==> config.mk <==
export PLATFORM = sky130hd
export DESIGN_NAME = udc_top
export DESIGN_NICKNAME = d
export VERILOG_FILES = /design/src/udc_pkg.sv /design/src/udc_top.sv
export VERILOG_INCLUDE_DIRS = /design/src /design/src/src
export SDC_FILE = /design/constraint.sdc
export NUM_CORES = 1
export LEC_CHECK = 0
export BUFFER_PORTS_ARGS = -buffer_cell sky130_fd_sc_hd__buf_2
export CAP_MARGIN = 20
export CORE_ASPECT_RATIO = 1.4
export CORE_MARGIN = 4
export CORE_UTILIZATION = 53
export DETAILED_ROUTE_END_ITERATION = 8
export MAX_ROUTING_LAYER = met4
export PLACE_DENSITY = 0.78
export SLEW_MARGIN = 25
export SYNTH_ARGS = -nofsm -noshare
export SYNTH_HDL_FRONTEND = slang
export SYNTH_SLANG_ARGS = --single-unit
==> constraint.sdc <==
create_clock -name pclk -period 6.35 [get_ports pclk]
set_input_delay 1.905 -clock pclk [delete_from_list [all_inputs] [get_ports pclk]]
set_output_delay 1.905 -clock pclk [all_outputs]
set_load 0.03 [all_outputs]
==> src/udc_regs.svh <==
`ifndef UDC_REGS_SVH
`define UDC_REGS_SVH
`define UDC_IDX_TX_STATUS 16'hFFE1
`define UDC_IDX_RX_DEF 16'hFFE4
`define UDC_IDX_TX_DEF 16'hFFF0
`define UDC_IDX_TX_TIMEOUT 16'hFFF1
`define UDC_IDX_TX_COMPLETION 16'hFFF2
`define UDC_IDX_PAD 14'h0000
`define UDC_LANE_PAD 2'h0
`define UDC_BIT_ENABLE 7
`define UDC_BIT_IRQ_EN 6
`define UDC_BIT_CONT 5
`define UDC_BIT_XY 4
`define UDC_BIT_DIR 3
`define UDC_EDB_HI 2
`define UDC_EDB_LO 0
`define UDC_BIT_PARTIAL_PACKET_FLAG 0
`define UDC_RST_BYTE 8'h00
`define UDC_RST_EDB 3'h0
`define UDC_DIR_RX 1'b1
`define UDC_CLK_NS 5
`define UDC_TO_UNIT_NS 1000
`define UDC_TO_UNIT_CYC (`UDC_TO_UNIT_NS / `UDC_CLK_NS)
`define UDC_FIFO_WIDTH 8
`define UDC_FIFO_DEPTH 8
`endif

==> src/udc_pkg.sv <==
package udc_pkg;
    typedef enum logic [2:0] {
        UDC_CAUSE_NONE,
        UDC_CAUSE_DONE,
        UDC_CAUSE_TIMEOUT,
        UDC_CAUSE_ERROR,
        UDC_CAUSE_PARTIAL
    } udc_cause_t;
endpackage : udc_pkg

==> src/udc_top.sv <==
// Chosen here: the APB register port.
`timescale 1ns/100ps
`include "udc_regs.svh"

module udc_fifo #(
    parameter int WIDTH = 8,
    parameter int DEPTH = 8
) (
    input wire logic pclk,
    input wire logic presetn,
    input wire logic in_valid,
    output logic in_ready,
    input wire logic [WIDTH-1:0] in_data,
    output logic out_valid,
    input wire logic out_ready,
    output logic [WIDTH-1:0] out_data
);
    localparam int AW = $clog2(DEPTH);
    localparam logic [AW:0] FULL_COUNT = DEPTH[AW:0];
    localparam logic [AW:0] ONE = {{AW{1'b0}}, 1'b1};
    localparam logic [AW-1:0] LAST = DEPTH[AW-1:0] - {{(AW-1){1'b0}}, 1'b1};
    logic [WIDTH-1:0] mem [DEPTH];
    logic [AW-1:0] wr_ptr_reg;
    logic [AW-1:0] rd_ptr_reg;
    logic [AW:0] count_reg;
    logic [AW:0] count_next;
    logic push;
    logic pop;
    assign push = in_valid & in_ready;
    assign pop = out_valid & out_ready;
    assign out_data = mem[rd_ptr_reg];
    always_comb begin
        count_next = count_reg;
        if (push & ~pop) begin
            count_next = count_reg + ONE;
        end else if (pop & ~push) begin
            count_next = count_reg - ONE;
        end
    end
    always_ff @(posedge pclk) begin
        if (push) begin
            mem[wr_ptr_reg] <= in_data;
        end
    end
    always_ff @(posedge pclk or negedge presetn) begin
        if (!presetn) begin
            wr_ptr_reg <= '0;
            rd_ptr_reg <= '0;
            count_reg <= '0;
            in_ready <= 1'b0;
            out_valid <= 1'b0;
        end else begin
            if (push) begin
                wr_ptr_reg <= (wr_ptr_reg == LAST) ? '0 : wr_ptr_reg + 1'b1;
            end
            if (pop) begin
                rd_ptr_reg <= (rd_ptr_reg == LAST) ? '0 : rd_ptr_reg + 1'b1;
            end
            count_reg <= count_next;
            in_ready <= (count_next != FULL_COUNT);
            out_valid <= (count_next != '0);
        end
    end
endmodule : udc_fifo

// Function
// RULE1: the transmit status side reports how the last transfer ended, beside its time-out setting.
// RULE2: the partial-packet flag in bit 0 is set only by the channel on a short packet and cleared only by software.
// RULE3: writing 1 to the partial-packet flag clears it and writing 0 leaves it alone.
// RULE4: with the completion interrupt enable at 0 a short packet does not drop the transmit enable.
// RULE5: bits 7 to 1 of the transmit status register read as zero and ignore writes.
// RULE6: the receive definition register selects the descriptor block used for serial receive data.
// RULE7: the receive definition register shows the direction and holds the X or Y buffer selector.
// RULE8: software sets enable to start, the channel clears it on completion or error, and the fall interrupts if enabled. Receive clears only on rx_error.
// RULE9: buffer select 0 picks buffer X and 1 picks buffer Y as the next buffer.
// RULE10: software always writes the continuous-mode bit as 1 so buffers alternate on their own.
// RULE11: the receive direction bit always reads 1 and bits 2 to 0 point at the descriptor set.
// RULE12: the receive register fields reset to zero except the direction bit, which is one.
module udc_top (
    input wire logic pclk,
    input wire logic presetn,
    input wire logic psel,
    input wire logic penable,
    input wire logic pwrite,
    input wire logic [31:0] paddr,
    input wire logic [31:0] pwdata,
    output logic [31:0] prdata,
    output logic pready,
    output logic pslverr,
    input wire logic uart_rx_valid,
    output logic uart_rx_ready,
    input wire logic [7:0] uart_rx_data,
    output logic mem_wr_valid,
    input wire logic mem_wr_ready,
    output logic [7:0] mem_wr_data,
    output logic [2:0] rx_endpoint_descriptor_block,
    output logic rx_buffer_select,
    output logic rx_active,
    input wire logic rx_buffer_swap,
    input wire logic rx_error,
    output logic [2:0] tx_endpoint_descriptor_block,
    output logic tx_buffer_select,
    output logic tx_active,
    input wire logic tx_activity,
    input wire logic tx_buffer_done,
    input wire logic tx_short_packet,
    input wire logic tx_done,
    input wire logic tx_error,
    output logic completion_irq
);
    localparam logic [7:0] TO_UNIT_LAST = 8'(`UDC_TO_UNIT_CYC - 1);

    logic [31:0] addr_tx_status;
    logic [31:0] addr_rx_def;
    logic [31:0] addr_tx_def;
    logic [31:0] addr_tx_timeout;
    logic [31:0] addr_tx_completion;
    logic hit_tx_status;
    logic hit_rx_def;
    logic hit_tx_def;
    logic hit_tx_timeout;
    logic hit_tx_completion;
    logic mapped;
    logic access;
    logic wr_commit;
    logic [7:0] rdata_byte;

    logic partial_packet_flag_reg;
    logic tx_en_reg;
    logic tx_irq_en_reg;
    logic tx_cont_reg;
    logic tx_xy_reg;
    logic [2:0] tx_edb_reg;
    logic [7:0] tx_timeout_reg;
    udc_pkg::udc_cause_t tx_cause_reg;
    logic tx_en_d_reg;
    logic rx_en_reg;
    logic rx_irq_en_reg;
    logic rx_cont_reg;
    logic rx_xy_reg;
    logic [2:0] rx_edb_reg;
    logic rx_en_d_reg;
    logic [7:0] prescale_reg;
    logic [7:0] unit_cnt_reg;
    logic timeout_hit;
    logic tx_short_term;
    logic tx_term;
    logic fifo_out_valid;
    logic fifo_out_ready;
    logic [7:0] fifo_out_data;
    assign addr_tx_status = {`UDC_IDX_PAD, `UDC_IDX_TX_STATUS, `UDC_LANE_PAD};
    assign addr_rx_def = {`UDC_IDX_PAD, `UDC_IDX_RX_DEF, `UDC_LANE_PAD};
    assign addr_tx_def = {`UDC_IDX_PAD, `UDC_IDX_TX_DEF, `UDC_LANE_PAD};
    assign addr_tx_timeout = {`UDC_IDX_PAD, `UDC_IDX_TX_TIMEOUT, `UDC_LANE_PAD};
    assign addr_tx_completion = {`UDC_IDX_PAD, `UDC_IDX_TX_COMPLETION, `UDC_LANE_PAD};
    assign hit_tx_status = (paddr == addr_tx_status);
    assign hit_rx_def = (paddr == addr_rx_def);
    assign hit_tx_def = (paddr == addr_tx_def);
    assign hit_tx_timeout = (paddr == addr_tx_timeout);
    assign hit_tx_completion = (paddr == addr_tx_completion);
    assign mapped = hit_tx_status | hit_rx_def | hit_tx_def | hit_tx_timeout | hit_tx_completion;
    assign access = psel & penable;
    // writes land only at the edge that completes the access
    assign wr_commit = access & pready & pwrite & mapped;

    always_comb begin
        rdata_byte = `UDC_RST_BYTE;
        if (hit_tx_status) begin
            rdata_byte[`UDC_BIT_PARTIAL_PACKET_FLAG] = partial_packet_flag_reg; // RULE5
        end else if (hit_rx_def) begin
            rdata_byte[`UDC_BIT_ENABLE] = rx_en_reg;
            rdata_byte[`UDC_BIT_IRQ_EN] = rx_irq_en_reg;
            rdata_byte[`UDC_BIT_CONT] = rx_cont_reg;
            rdata_byte[`UDC_BIT_XY] = rx_xy_reg; // RULE7
            rdata_byte[`UDC_BIT_DIR] = `UDC_DIR_RX; // RULE11
            rdata_byte[`UDC_EDB_HI:`UDC_EDB_LO] = rx_edb_reg; // RULE6
        end else if (hit_tx_def) begin
            rdata_byte[`UDC_BIT_ENABLE] = tx_en_reg;
            rdata_byte[`UDC_BIT_IRQ_EN] = tx_irq_en_reg;
            rdata_byte[`UDC_BIT_CONT] = tx_cont_reg;
            rdata_byte[`UDC_BIT_XY] = tx_xy_reg;
            rdata_byte[`UDC_EDB_HI:`UDC_EDB_LO] = tx_edb_reg;
        end else if (hit_tx_timeout) begin
            rdata_byte = tx_timeout_reg; // RULE1
        end else if (hit_tx_completion) begin
            rdata_byte[2:0] = tx_cause_reg; // RULE1
        end
    end

    // apb answer: pready one cycle into the access phase
    always_ff @(posedge pclk or negedge presetn) begin
        if (!presetn) begin
            pready <= 1'b0;
            pslverr <= 1'b0;
            prdata <= 32'h00000000;
        end else begin
            pready <= access & ~pready;
            if (access & ~pready) begin
                pslverr <= ~mapped;
                prdata <= pwrite ? 32'h00000000 : {24'h000000, rdata_byte};
            end else begin
                pslverr <= 1'b0;
            end
        end
    end

    // transmit time-out, counted in units of a microsecond
    always_ff @(posedge pclk or negedge presetn) begin
        if (!presetn) begin
            prescale_reg <= `UDC_RST_BYTE;
            unit_cnt_reg <= `UDC_RST_BYTE;
        end else if (!tx_en_reg || tx_activity || tx_timeout_reg == `UDC_RST_BYTE) begin
            prescale_reg <= `UDC_RST_BYTE;
            unit_cnt_reg <= `UDC_RST_BYTE;
        end else if (prescale_reg == TO_UNIT_LAST) begin
            prescale_reg <= `UDC_RST_BYTE;
            if (!timeout_hit) begin
                unit_cnt_reg <= unit_cnt_reg + 8'h01;
            end
        end else begin
            prescale_reg <= prescale_reg + 8'h01;
        end
    end

    assign timeout_hit = (tx_timeout_reg != `UDC_RST_BYTE) && (unit_cnt_reg == tx_timeout_reg);
    assign tx_short_term = tx_short_packet & tx_irq_en_reg; // RULE4
    assign tx_term = tx_en_reg & (tx_done | tx_error | timeout_hit | tx_short_term); // RULE8

    // partial-packet flag: set wins over a same-cycle clear
    always_ff @(posedge pclk or negedge presetn) begin
        if (!presetn) begin
            partial_packet_flag_reg <= 1'b0;
        end else if (tx_en_reg & tx_short_packet) begin
            partial_packet_flag_reg <= 1'b1; // RULE2
        end else if (wr_commit & hit_tx_status & pwdata[`UDC_BIT_PARTIAL_PACKET_FLAG]) begin
            partial_packet_flag_reg <= 1'b0; // RULE3
        end
    end

    // transmit definition and time-out setting
    always_ff @(posedge pclk or negedge presetn) begin
        if (!presetn) begin
            tx_en_reg <= 1'b0;
            tx_irq_en_reg <= 1'b0;
            tx_cont_reg <= 1'b0;
            tx_xy_reg <= 1'b0;
            tx_edb_reg <= `UDC_RST_EDB;
            tx_timeout_reg <= `UDC_RST_BYTE;
        end else begin
            if (wr_commit & hit_tx_def) begin
                tx_en_reg <= pwdata[`UDC_BIT_ENABLE];
                tx_irq_en_reg <= pwdata[`UDC_BIT_IRQ_EN];
                tx_cont_reg <= pwdata[`UDC_BIT_CONT];
                tx_xy_reg <= pwdata[`UDC_BIT_XY];
                tx_edb_reg <= pwdata[`UDC_EDB_HI:`UDC_EDB_LO];
            end else if (tx_en_reg & tx_cont_reg & tx_buffer_done) begin
                tx_xy_reg <= ~tx_xy_reg; // RULE10
            end
            if (tx_term) begin
                tx_en_reg <= 1'b0; // RULE8
            end
            if (wr_commit & hit_tx_timeout) begin
                tx_timeout_reg <= pwdata[7:0];
            end
        end
    end

    // completion code of the last transmit run
    always_ff @(posedge pclk or negedge presetn) begin
        if (!presetn) begin
            tx_cause_reg <= udc_pkg::UDC_CAUSE_NONE;
        end else if (tx_en_reg) begin
            if (tx_error) begin
                tx_cause_reg <= udc_pkg::UDC_CAUSE_ERROR; // RULE1
            end else if (timeout_hit) begin
                tx_cause_reg <= udc_pkg::UDC_CAUSE_TIMEOUT; // RULE1
            end else if (tx_short_term) begin
                tx_cause_reg <= udc_pkg::UDC_CAUSE_PARTIAL;
            end else if (tx_done) begin
                tx_cause_reg <= udc_pkg::UDC_CAUSE_DONE;
            end
        end else if (wr_commit & hit_tx_def & pwdata[`UDC_BIT_ENABLE]) begin
            tx_cause_reg <= udc_pkg::UDC_CAUSE_NONE;
        end
    end

    // receive definition register
    always_ff @(posedge pclk or negedge presetn) begin
        if (!presetn) begin
            rx_en_reg <= 1'b0; // RULE12
            rx_irq_en_reg <= 1'b0;
            rx_cont_reg <= 1'b0;
            rx_xy_reg <= 1'b0;
            rx_edb_reg <= `UDC_RST_EDB;
        end else begin
            if (wr_commit & hit_rx_def) begin
                rx_en_reg <= pwdata[`UDC_BIT_ENABLE];
                rx_irq_en_reg <= pwdata[`UDC_BIT_IRQ_EN];
                rx_cont_reg <= pwdata[`UDC_BIT_CONT];
                rx_xy_reg <= pwdata[`UDC_BIT_XY]; // RULE7
                rx_edb_reg <= pwdata[`UDC_EDB_HI:`UDC_EDB_LO]; // RULE6
            end else if (rx_en_reg & rx_cont_reg & rx_buffer_swap) begin
                rx_xy_reg <= ~rx_xy_reg; // RULE10
            end
            if (rx_en_reg & rx_error) begin
                rx_en_reg <= 1'b0; // RULE8
            end
        end
    end

    // interrupt pulse on a falling enable
    always_ff @(posedge pclk or negedge presetn) begin
        if (!presetn) begin
            tx_en_d_reg <= 1'b0;
            rx_en_d_reg <= 1'b0;
            completion_irq <= 1'b0;
        end else begin
            tx_en_d_reg <= tx_en_reg;
            rx_en_d_reg <= rx_en_reg;
            completion_irq <= (tx_en_d_reg & ~tx_en_reg & tx_irq_en_reg) |
                (rx_en_d_reg & ~rx_en_reg & rx_irq_en_reg); // RULE8
        end
    end

    // channel selections seen by the buffer manager
    always_ff @(posedge pclk or negedge presetn) begin
        if (!presetn) begin
            rx_endpoint_descriptor_block <= `UDC_RST_EDB;
            rx_buffer_select <= 1'b0;
            rx_active <= 1'b0;
            tx_endpoint_descriptor_block <= `UDC_RST_EDB;
            tx_buffer_select <= 1'b0;
            tx_active <= 1'b0;
        end else begin
            rx_endpoint_descriptor_block <= rx_edb_reg; // RULE6
            rx_buffer_select <= rx_xy_reg; // RULE9
            rx_active <= rx_en_reg;
            tx_endpoint_descriptor_block <= tx_edb_reg;
            tx_buffer_select <= tx_xy_reg; // RULE9
            tx_active <= tx_en_reg;
        end
    end

    udc_fifo #(
        .WIDTH(`UDC_FIFO_WIDTH),
        .DEPTH(`UDC_FIFO_DEPTH)
    ) u_rx_fifo (
        .pclk(pclk),
        .presetn(presetn),
        .in_valid(uart_rx_valid),
        .in_ready(uart_rx_ready),
        .in_data(uart_rx_data),
        .out_valid(fifo_out_valid),
        .out_ready(fifo_out_ready),
        .out_data(fifo_out_data)
    );

    // output stage toward buffer memory, drains only while receive is enabled
    assign fifo_out_ready = rx_en_reg & (~mem_wr_valid | mem_wr_ready);

    always_ff @(posedge pclk or negedge presetn) begin
        if (!presetn) begin
            mem_wr_valid <= 1'b0;
            mem_wr_data <= `UDC_RST_BYTE;
        end else if (fifo_out_ready & fifo_out_valid) begin
            mem_wr_valid <= 1'b1;
            mem_wr_data <= fifo_out_data;
        end else if (mem_wr_ready) begin
            mem_wr_valid <= 1'b0;
        end
    end
endmodule : udc_top

==> results of run 1 <==
cell usage in the layout (no fill, tap or decap), types with 13 or more instances in the layout:
cell       count
mux2i_1       13
nor4_1        14
inv_1         16
nand2_1       42
nor2_1        30
dfrtp_1       83
buf_2         91
o21ai_0       13
a21oi_1       15
edfxtp_1      64
conb_1        24
mux4_2        16
clkbuf_16     17
mux2_2        24
how the worst max path moves through the flow:
| stage | end | slack, ps | cells after the start |
|---|---|---|---|
| after floorplan | tx_cont_reg | 2550 | 5 |
| after global placement | tx_edb_reg[0] | 2200 | 5 |
| after detailed placement | rx_xy_reg | 2150 | 5 |
| after CTS | rx_xy_reg | 2600 | 5 |
| after global routing | prdata[5] | 2510 | 6 |
| final | rx_xy_reg | 2610 | 5 |
kinds of logic after synthesis:
logic type,after synthesis,share of synthesized area
AOI/OAI and AO/OA,66,0.0658
xor gates and xnor gates,21,0.0274
adders and majority gates,8,0.0149
buffers and inverters,56,0.0464
DFF,148,0.599
muxes,53,0.113
other,1,0.000559
and+or+nand+nor,160,0.132
routing by layer:
metal	part of all wire	vias up	track usage	wire length, um
li1	-	2067	-	-
met1	0.38	2243	0.256	5540
met2	0.55	145	0.367	8180
met3	0.045	30	0.0460	667
met4	0.026	0	0.0907	382
met5	0	-	-	0
per-stage QoR:
stage / hold slack, ps / setup slack [ps]
detailed placement: 381 / 2150
CTS: 402 / 2600
global placement: 367 / 2200
floorplan: 354 / 2550
global route: 413 / 2510
finish: 397 / 2610
cell type report:
type                    instances  area (um^2)  area share
flip-flops and latches        148         4030       0.515
repair buffers                 96          497      0.0636
inverters                      16         60.1     0.00768
well taps                     150          188      0.0240
clock inverters                12          131      0.0168
clock buffers                  20          447      0.0571
multi-input cells             332         2470       0.316
where the power goes:
group / switching [W] / internal, W / leakage, nW
Clock: 0.000376 / 0.000589 / 0.284
Combinational: 0.000179 / 0.000103 / 1.41
Sequential: 0.0000449 / 0.00110 / 1.70
==> metrics.yaml, run 1 <==
outcome:
  status: "completed"
clock_network:
  cts_resized: 0
  cts_sinks: 148
  cts_setup_buffers: 0
  clk-insertion-delay-late_ps: 410
  cts.clk_slew.worst_paths_ps: 60
  cts_buffers: 17
  root_buffer: "clkbuf_16"
  cts_tree: "yes"
  clockBufferDepth: 2
  cts_max_level: 4
  cts_hold_buf: 0
run:
  drv_cap: 0
place:
  routabilityCongestion: 0.880
  place_area_um2: 7230
  dp_hpwl_mm: 10.4
  portBuffers: 92
  dp.cells: 742
detailed_routing:
  wire_per_inst_um: 19.1
  routed_wl_mm: 14.8
  dr_total_vias: 4485
  ant_nets: 0
  first_iter_violations: 253
  first_pass_iters: 4
  drc: 0
  viasPerCell: 5.79
synth:
  yosys-top-cells-area: "dfrtp_1 31%, edfxtp_1 29%, mux4_2 5.4%"
  netlist_area_um2: 6710
  ys_dominant_reg_cell: "dfrtp_1"
  syn_avg_cell_area_um2: 13.1
  synthCells: 513
  netlist_top_cells_count: "84 x dfrtp_1, 64 x edfxtp_1, 42 x nand2_1, 30 x nor2_1"
  ys.warnings.count: 0
  yosysTopAreaCellShare: 0.313
  synth-edff-count: 64
  async_flop_share: 0.568
  yosys.area.top_type: "dfrtp_1"
  yosysSeqAreaShare: 0.599
  synth.most_common_cell: "dfrtp_1"
  ys_seq_elements: 148
  synth.distinct_cells: 58
grt:
  grt_pass1_wl_mm: 23.5
  track_usage: 0.220
  grt_max_degree: 85
  antenna_found_initial: 0
  first_global_vias: 4660
  overflow: 0
worst_setup_path:
  worstPathRequired_ps: 6640
  crit_family: "simple AND/OR/NAND/NOR gates"
  critPathBufInv: 1
  reg2regPathDepth: 5
  cp-end-kind: "register"
  critPathMaxStageDelay_ps: 570
  cp_slowest_cell: "nor4_4"
  crit_chain: "buf_2 > or4_4 > or4_4 > nor4_4 > mux2_2"
  cpMostUsedCell: "or4_4"
  reg2reg_to: "u_rx_fifo.in_ready"
  crit_start: "paddr[1]"
  cp_max_fo: 9
  path_class: "input pin to register"
  start_kind: "input pin"
  rrSetupSlack_ps: 3920
  crit_arrival_ps: 4040
  rr_startpoint: "rx_en_reg"
timing:
  min_period_ps: 3740
  worst_slew_pin_slew_ps: 952
  setup_viol: 0
  clock-skew-final_ps: 7.90
  setup_tns_ps: 0
  rsz0062_at_grt: "false"
  max_freq_mhz: 267
  hold_viol: 0
  fin_crit_sh: 0.589
  report.final.slew_viol_count: 0
  max-slew-margin-rel: 0.363
pwr:
  power_w: 0.00239
  vdd_ir_drop_max_mv: 0.193
  p_leak_nw: 3.39
  pwr_density_cell_nw_per_um2: 306
floorplanning:
  std_cell_rows: 48
  fp.dieW_um: 103
  core_area_um2: 12400
  initial_core_util: 0.543
  die_h_um: 141
  die-area_um2: 14600
  ios: 141
layout:
  drive_gt1_frac: 0.282
  utilization: 0.632
  top_register: "u_rx_fifo.mem"
  nNetsFinal: 705
  layoutNonFillerInstCount: 774
  syn_to_final_growth_pct: 16.4
  largest_register_ffs: 64
  antenna_cells: 0
  num-fill-cells: 951
  fin_area_um2: 7820
min_path:
  hold_depth: 0
  hold_path.startpoint: "rx_edb_reg[0]"
  hold_end: "rx_endpoint_descriptor_block[0]"
  hold_path.class: "register to register"
(Power assumes the default switching activity.)
==> run 2: changes to the inputs <==
clock period = 3.5 ns   (was 6.35 ns; I/O delays follow)
==> metrics.yaml, run 2 (synthesis gave the netlist of run 1 again) <==
place:
  dp_hpwl_mm: 11.0
  portBuffers: 92
  dp_worst_setup_slack_ps: 388
  routabilityCongestion: 0.992
timing:
  setup_tns_ps: 0
  fin_crit_sh: 0.784
  clock-skew-final_ps: 6.70
  report.final.slew_viol_count: 0
  hold_viol: 0
  min_period_ps: 2740
  worst_slew_pin_slew_ps: 807
  max-slew-margin-rel: 0.462
  max_freq_mhz: 364
  finalWorstSetupSlack_ps: 756
  rsz0062_at_grt: "false"
  setup_viol: 0
floorplanning:
  std_cell_rows: 48
  die_h_um: 141
  ios: 141
  fp.dieW_um: 103
  core_area_um2: 12400
  die-area_um2: 14600
  initial_core_util: 0.543
pwr:
  p_leak_nw: 3.46
  p_sw_w: 0.00116
  p_comb_frac: 0.120
  pwr_density_cell_nw_per_um2: 547
  clkPwrFrac: 0.402
  power_frac_seq: 0.478
  internal-power_w: 0.00318
  vdd_ir_drop_max_mv: 0.355
  sw_frac_of_total: 0.267
clock_network:
  cts_sinks: 148
  cts_resized: 0
  clockBufferDepth: 2
  cts_tree: "yes"
  cts_max_level: 4
  cts_setup_buffers: 0
  cts_buffers: 17
  clk-insertion-delay-late_ps: 420
  root_buffer: "clkbuf_16"
  cts_hold_buf: 0
  cts.clk_slew.worst_paths_ps: 60
layout:
  largest_register_ffs: 64
  top_register: "u_rx_fifo.mem"
  final_cell_mix: "91 x buf_2, 83 x dfrtp_1, 64 x edfxtp_1"
  antenna_cells: 0
  utilization: 0.640
  syn_to_final_growth_pct: 18.0
  seq_area_um2: 4030
  num-fill-cells: 944
  mostFrequentLayoutCell: "buf_2"
  drive_gt1_frac: 0.300
  nNetsFinal: 721
  multi_input_area_um2: 2460
outcome:
  status: "completed"
worst_setup_path:
  crit_family: "simple AND/OR/NAND/NOR gates"
  worstPathRequired_ps: 3810
  path_class: "input pin to register"
  critPathBufInv: 1
  cp_max_fo: 6
  cp-end-kind: "register"
  crit_chain: "buf_2 > or4b_2 > nor4_2 > a22oi_1 > o31ai_1"
  start_kind: "input pin"
  crit_arrival_ps: 3050
  critPathMaxStageDelay_ps: 800
  cp_slowest_cell: "or4b_2"
detailed_routing:
  first_iter_violations: 258
  wire_per_inst_um: 19.5
  drc: 0
  first_pass_iters: 5
  routed_wl_mm: 15.4
  viasPerCell: 5.82
  dr_total_vias: 4601
  ant_nets: 0
grt:
  antenna_found_initial: 0
  overflow: 0
  first_global_vias: 4774
  grt_pass1_wl_mm: 24.4
  grt_max_degree: 46
  track_usage: 0.229
min_path:
  hold_path.class: "register to register"
run:
  drv_cap: 0
## run 2: path summary, 6_finish.rpt
path                       depth (start not counted)             from                              end  slack, ps
max in group asynchronous                          2          presetn           u_rx_fifo.count_reg[0]       2060
hold reg to reg                                    0    rx_edb_reg[0]  rx_endpoint_descriptor_block[0]        380
setup reg to reg                                   6  prescale_reg[0]                  unit_cnt_reg[6]       1160
setup / recovery                                   5         paddr[1]                        prdata[6]        760
min in group asynchronous                          1          presetn          u_rx_fifo.wr_ptr_reg[2]        650
hold / removal                                     0    rx_edb_reg[0]  rx_endpoint_descriptor_block[0]        380
## run 2: worst register-to-register path: stages, from the launching register on
cell,delay (ps)
dfrtp_1,370
ha_1,210
nand2_1,80
or4_1,680
a311o_1,380
or4_1,400
a21oi_1,140
## run 2: stage by stage
step                      total power [W]  instance area [um^2]  hold WS, ps  std cells
final                             0.00434                  7920          384        790
after global routing              0.00452                  7920          397        790
after CTS                         0.00437                  7920          389        790
after detailed placement          0.00262                  7350          372        758
after global placement            0.00258                  7350          362        758
after floorplan                   0.00243                  6800          354        536
## run 2: final cells by class
| class | instances | area share |
|---|---|---|
| well taps | 150 | 0.0237 |
| repair buffers | 112 | 0.0774 |
| multi-input cells | 332 | 0.311 |
| clock inverters | 15 | 0.0188 |
| flip-flops and latches | 148 | 0.508 |
| inverters | 16 | 0.00758 |
| clock buffers | 17 | 0.0537 |
## run 2: layer usage
metal	vias up	track usage	share of wire
met5	-	-	0
met4	0	0.0832	0.018
li1	2103	-	-
met1	2294	0.261	0.36
met3	26	0.0421	0.056
met2	178	0.397	0.56
## run 2: power by group through the flow
| stage | sequential, W | combinational [W] | clock (W) |
|---|---|---|---|
| finish | 0.00207 | 0.000520 | 0.00174 |
| global route | 0.00209 | 0.000577 | 0.00185 |
| CTS | 0.00207 | 0.000527 | 0.00177 |
| detailed placement | 0.00210 | 0.000517 | 0 |
| global placement | 0.00209 | 0.000495 | 0 |
| floorplan | 0.00209 | 0.000337 | 0 |
==> run 3: changes to the inputs <==
ABC_AREA = 1   (was not set)
CORE_UTILIZATION = 50   (was 53)
PLACE_DENSITY = 0.77   (was 0.78)
clock period = 2.5 ns   (was 3.5 ns; I/O delays follow)
==> metrics.yaml, run 3 <==
detailed_routing:
  dr_total_vias: 5269
  routed_wl_mm: 14.6
  viasPerCell: 5.08
  first_pass_iters: 5
  first_iter_violations: 247
  ant_nets: 0
  wire_per_inst_um: 14.1
  drc: 0
run:
  drv_cap: 0
timing:
  max_freq_mhz: 489
  hold_viol: 0
  worst_slew_pin_slew_ps: 552
  clock-skew-final_ps: 8.67
  max-slew-margin-rel: 0.632
  rsz0062_at_grt: "false"
  report.final.slew_viol_count: 0
  setup_tns_ps: 0
  setup_viol: 0
  hold_ws_ps: 309
  min_period_ps: 2040
  fin_crit_sh: 0.817
clock_network:
  cts_max_level: 4
  cts_sinks: 148
  cts_resized: 0
  cts.clk_slew.worst_paths_ps: 60
  clockBufferDepth: 2
  cts_tree: "yes"
  cts_buffers: 17
  cts_hold_buf: 0
  cts_setup_buffers: 0
  root_buffer: "clkbuf_16"
  clk-insertion-delay-late_ps: 420
layout:
  nNetsFinal: 937
  largest_register_ffs: 64
  top_register: "u_rx_fifo.mem"
  num-fill-cells: 1160
  layoutNonFillerInstCount: 1038
  final_cell_mix: "153 x nand2_1, 91 x buf_2, 84 x dfrtp_1"
  syn_to_final_growth_pct: 17.8
  antenna_cells: 0
  fin_area_um2: 8210
  mostFrequentLayoutCell: "nand2_1"
  utilization: 0.607
  drive_gt1_frac: 0.211
floorplanning:
  die_h_um: 148
  initial_core_util: 0.516
  core_area_um2: 13500
  fp.dieW_um: 108
  ios: 141
  die-area_um2: 15900
  std_cell_rows: 50
pwr:
  p_comb_frac: 0.136
  clkPwrFrac: 0.388
  p_sw_w: 0.00169
  pwr_density_cell_nw_per_um2: 740
  internal-power_w: 0.00438
  p_leak_nw: 3.82
  power_frac_seq: 0.476
  sw_frac_of_total: 0.279
  vdd_ir_drop_max_mv: 0.319
worst_setup_path:
  start_kind: "register"
  crit_arrival_ps: 2380
  cp_max_fo: 14
  cp-end-kind: "register"
  worstPathRequired_ps: 2840
  critPathMaxStageDelay_ps: 400
  path_class: "register to register"
  cpMostUsedCell: "nand2_1"
  critPathBufInv: 2
  crit_family: "simple AND/OR/NAND/NOR gates"
  cp_slowest_cell: "o21ai_2"
  crit_chain: "inv_1 > nand4_1 > nor2_2 > nor3_1 > nand2_1 > inv_1 > o21ai_2 > nand2_1 > nand2_1 > nand2_1 > nor2_1"
synth:
  yosys-top-cells-area: "dfrtp_1 30%, edfxtp_1 28%, nand2_1 8.2%"
  netlist_top_cells_count: "153 x nand2_1, 84 x dfrtp_1, 80 x inv_1, 80 x nor2_1, 64 x edfxtp_1"
  yosysTopAreaCellShare: 0.302
  yosysSeqAreaShare: 0.577
  synth.distinct_cells: 42
  ys_seq_elements: 148
  syn_avg_cell_area_um2: 9.57
  netlist_area_um2: 6970
  ys_dominant_reg_cell: "dfrtp_1"
  synth.most_common_cell: "nand2_1"
  synthCells: 728
  ys.warnings.count: 0
  synth-edff-count: 64
  yosys.area.top_type: "dfrtp_1"
  async_flop_share: 0.568
grt:
  antenna_found_initial: 0
  first_global_vias: 5109
  track_usage: 0.199
  overflow: 0
  grt_max_degree: 39
  grt_pass1_wl_mm: 24.0
place:
  routabilityCongestion: 0.893
  portBuffers: 92
  dp.cells: 1006
  place_area_um2: 7650
  dp_hpwl_mm: 11.1
outcome:
  status: "completed"
min_path:
  hold_path.class: "input pin to async pin"
==> run 3: metal layers <==
metal | up-vias | global-route usage | wire length (um)
met3 | 32 | 0.0398 | 765
met4 | 0 | 0.0922 | 389
met5 | - | - | 0
li1 | 2626 | - | -
met1 | 2428 | 0.217 | 5420
met2 | 183 | 0.346 | 8030
==> run 3: worst reg2reg max path, cell delays in order, from the launching register on <==
cell     delay, ps
dfrtp_1        380
inv_1          170
nand4_1        150
nor2_2         180
nor3_1          70
nand2_1        130
inv_1          110
o21ai_2        400
nand2_1        150
nand2_1         90
nand2_1         50
nor2_1         110
==> run 3: power by group through the flow <==
stage	registers (W)	logic, W	clock network, W
floorplan	0.00297	0.000524	0
global placement	0.00293	0.000815	0
detailed placement	0.00293	0.000834	0
CTS	0.00289	0.000839	0.00240
global route	0.00291	0.000943	0.00253
finish	0.00289	0.000827	0.00236
==> run 3: worst paths after layout <==
check	cells past startpoint	slack [ps]	startpoint	endpoint
max	11	460	tx_timeout_reg[3]	unit_cnt_reg[2]
min	1	310	presetn	u_rx_fifo.count_reg[1]
max reg2reg	11	460	tx_timeout_reg[3]	unit_cnt_reg[2]
min reg2reg	0	380	rx_edb_reg[0]	rx_endpoint_descriptor_block[0]
max in group asynchronous	2	1630	presetn	tx_active
min in group pclk	0	380	rx_edb_reg[0]	rx_endpoint_descriptor_block[0]
==> run 3: final cells by class <==
class	count	area, um^2	area share
flip-flops and latches	148	4020	0.490
multi-input cells	478	2450	0.298
repair buffers	112	626	0.0762
clock buffers	18	439	0.0535
inverters	86	323	0.0393
well taps	182	228	0.0277
clock inverters	14	120	0.0146
==> run 3: kinds of logic (layout without fill, tap and decap cells) <==
logic type               after synthesis  after routing  synth area share
adder cells (fa/ha/maj)                8              8            0.0144
other                                  1             24          0.000538
AND/OR/NAND/NOR                      305            305             0.196
buffers and inverters                125            230            0.0837
AO/OA/AOI/OAI                        130            130             0.114
flip-flops                           148            148             0.577
XOR/XNOR                              11             11            0.0138
==> run 3: metrics by stage <==
stage / setup WS [ps] / power, W
after floorplan: 511 / 0.00349
after global placement: 144 / 0.00374
after detailed placement: 119 / 0.00377
after CTS: 459 / 0.00613
after global routing: 230 / 0.00638
final: 457 / 0.00607
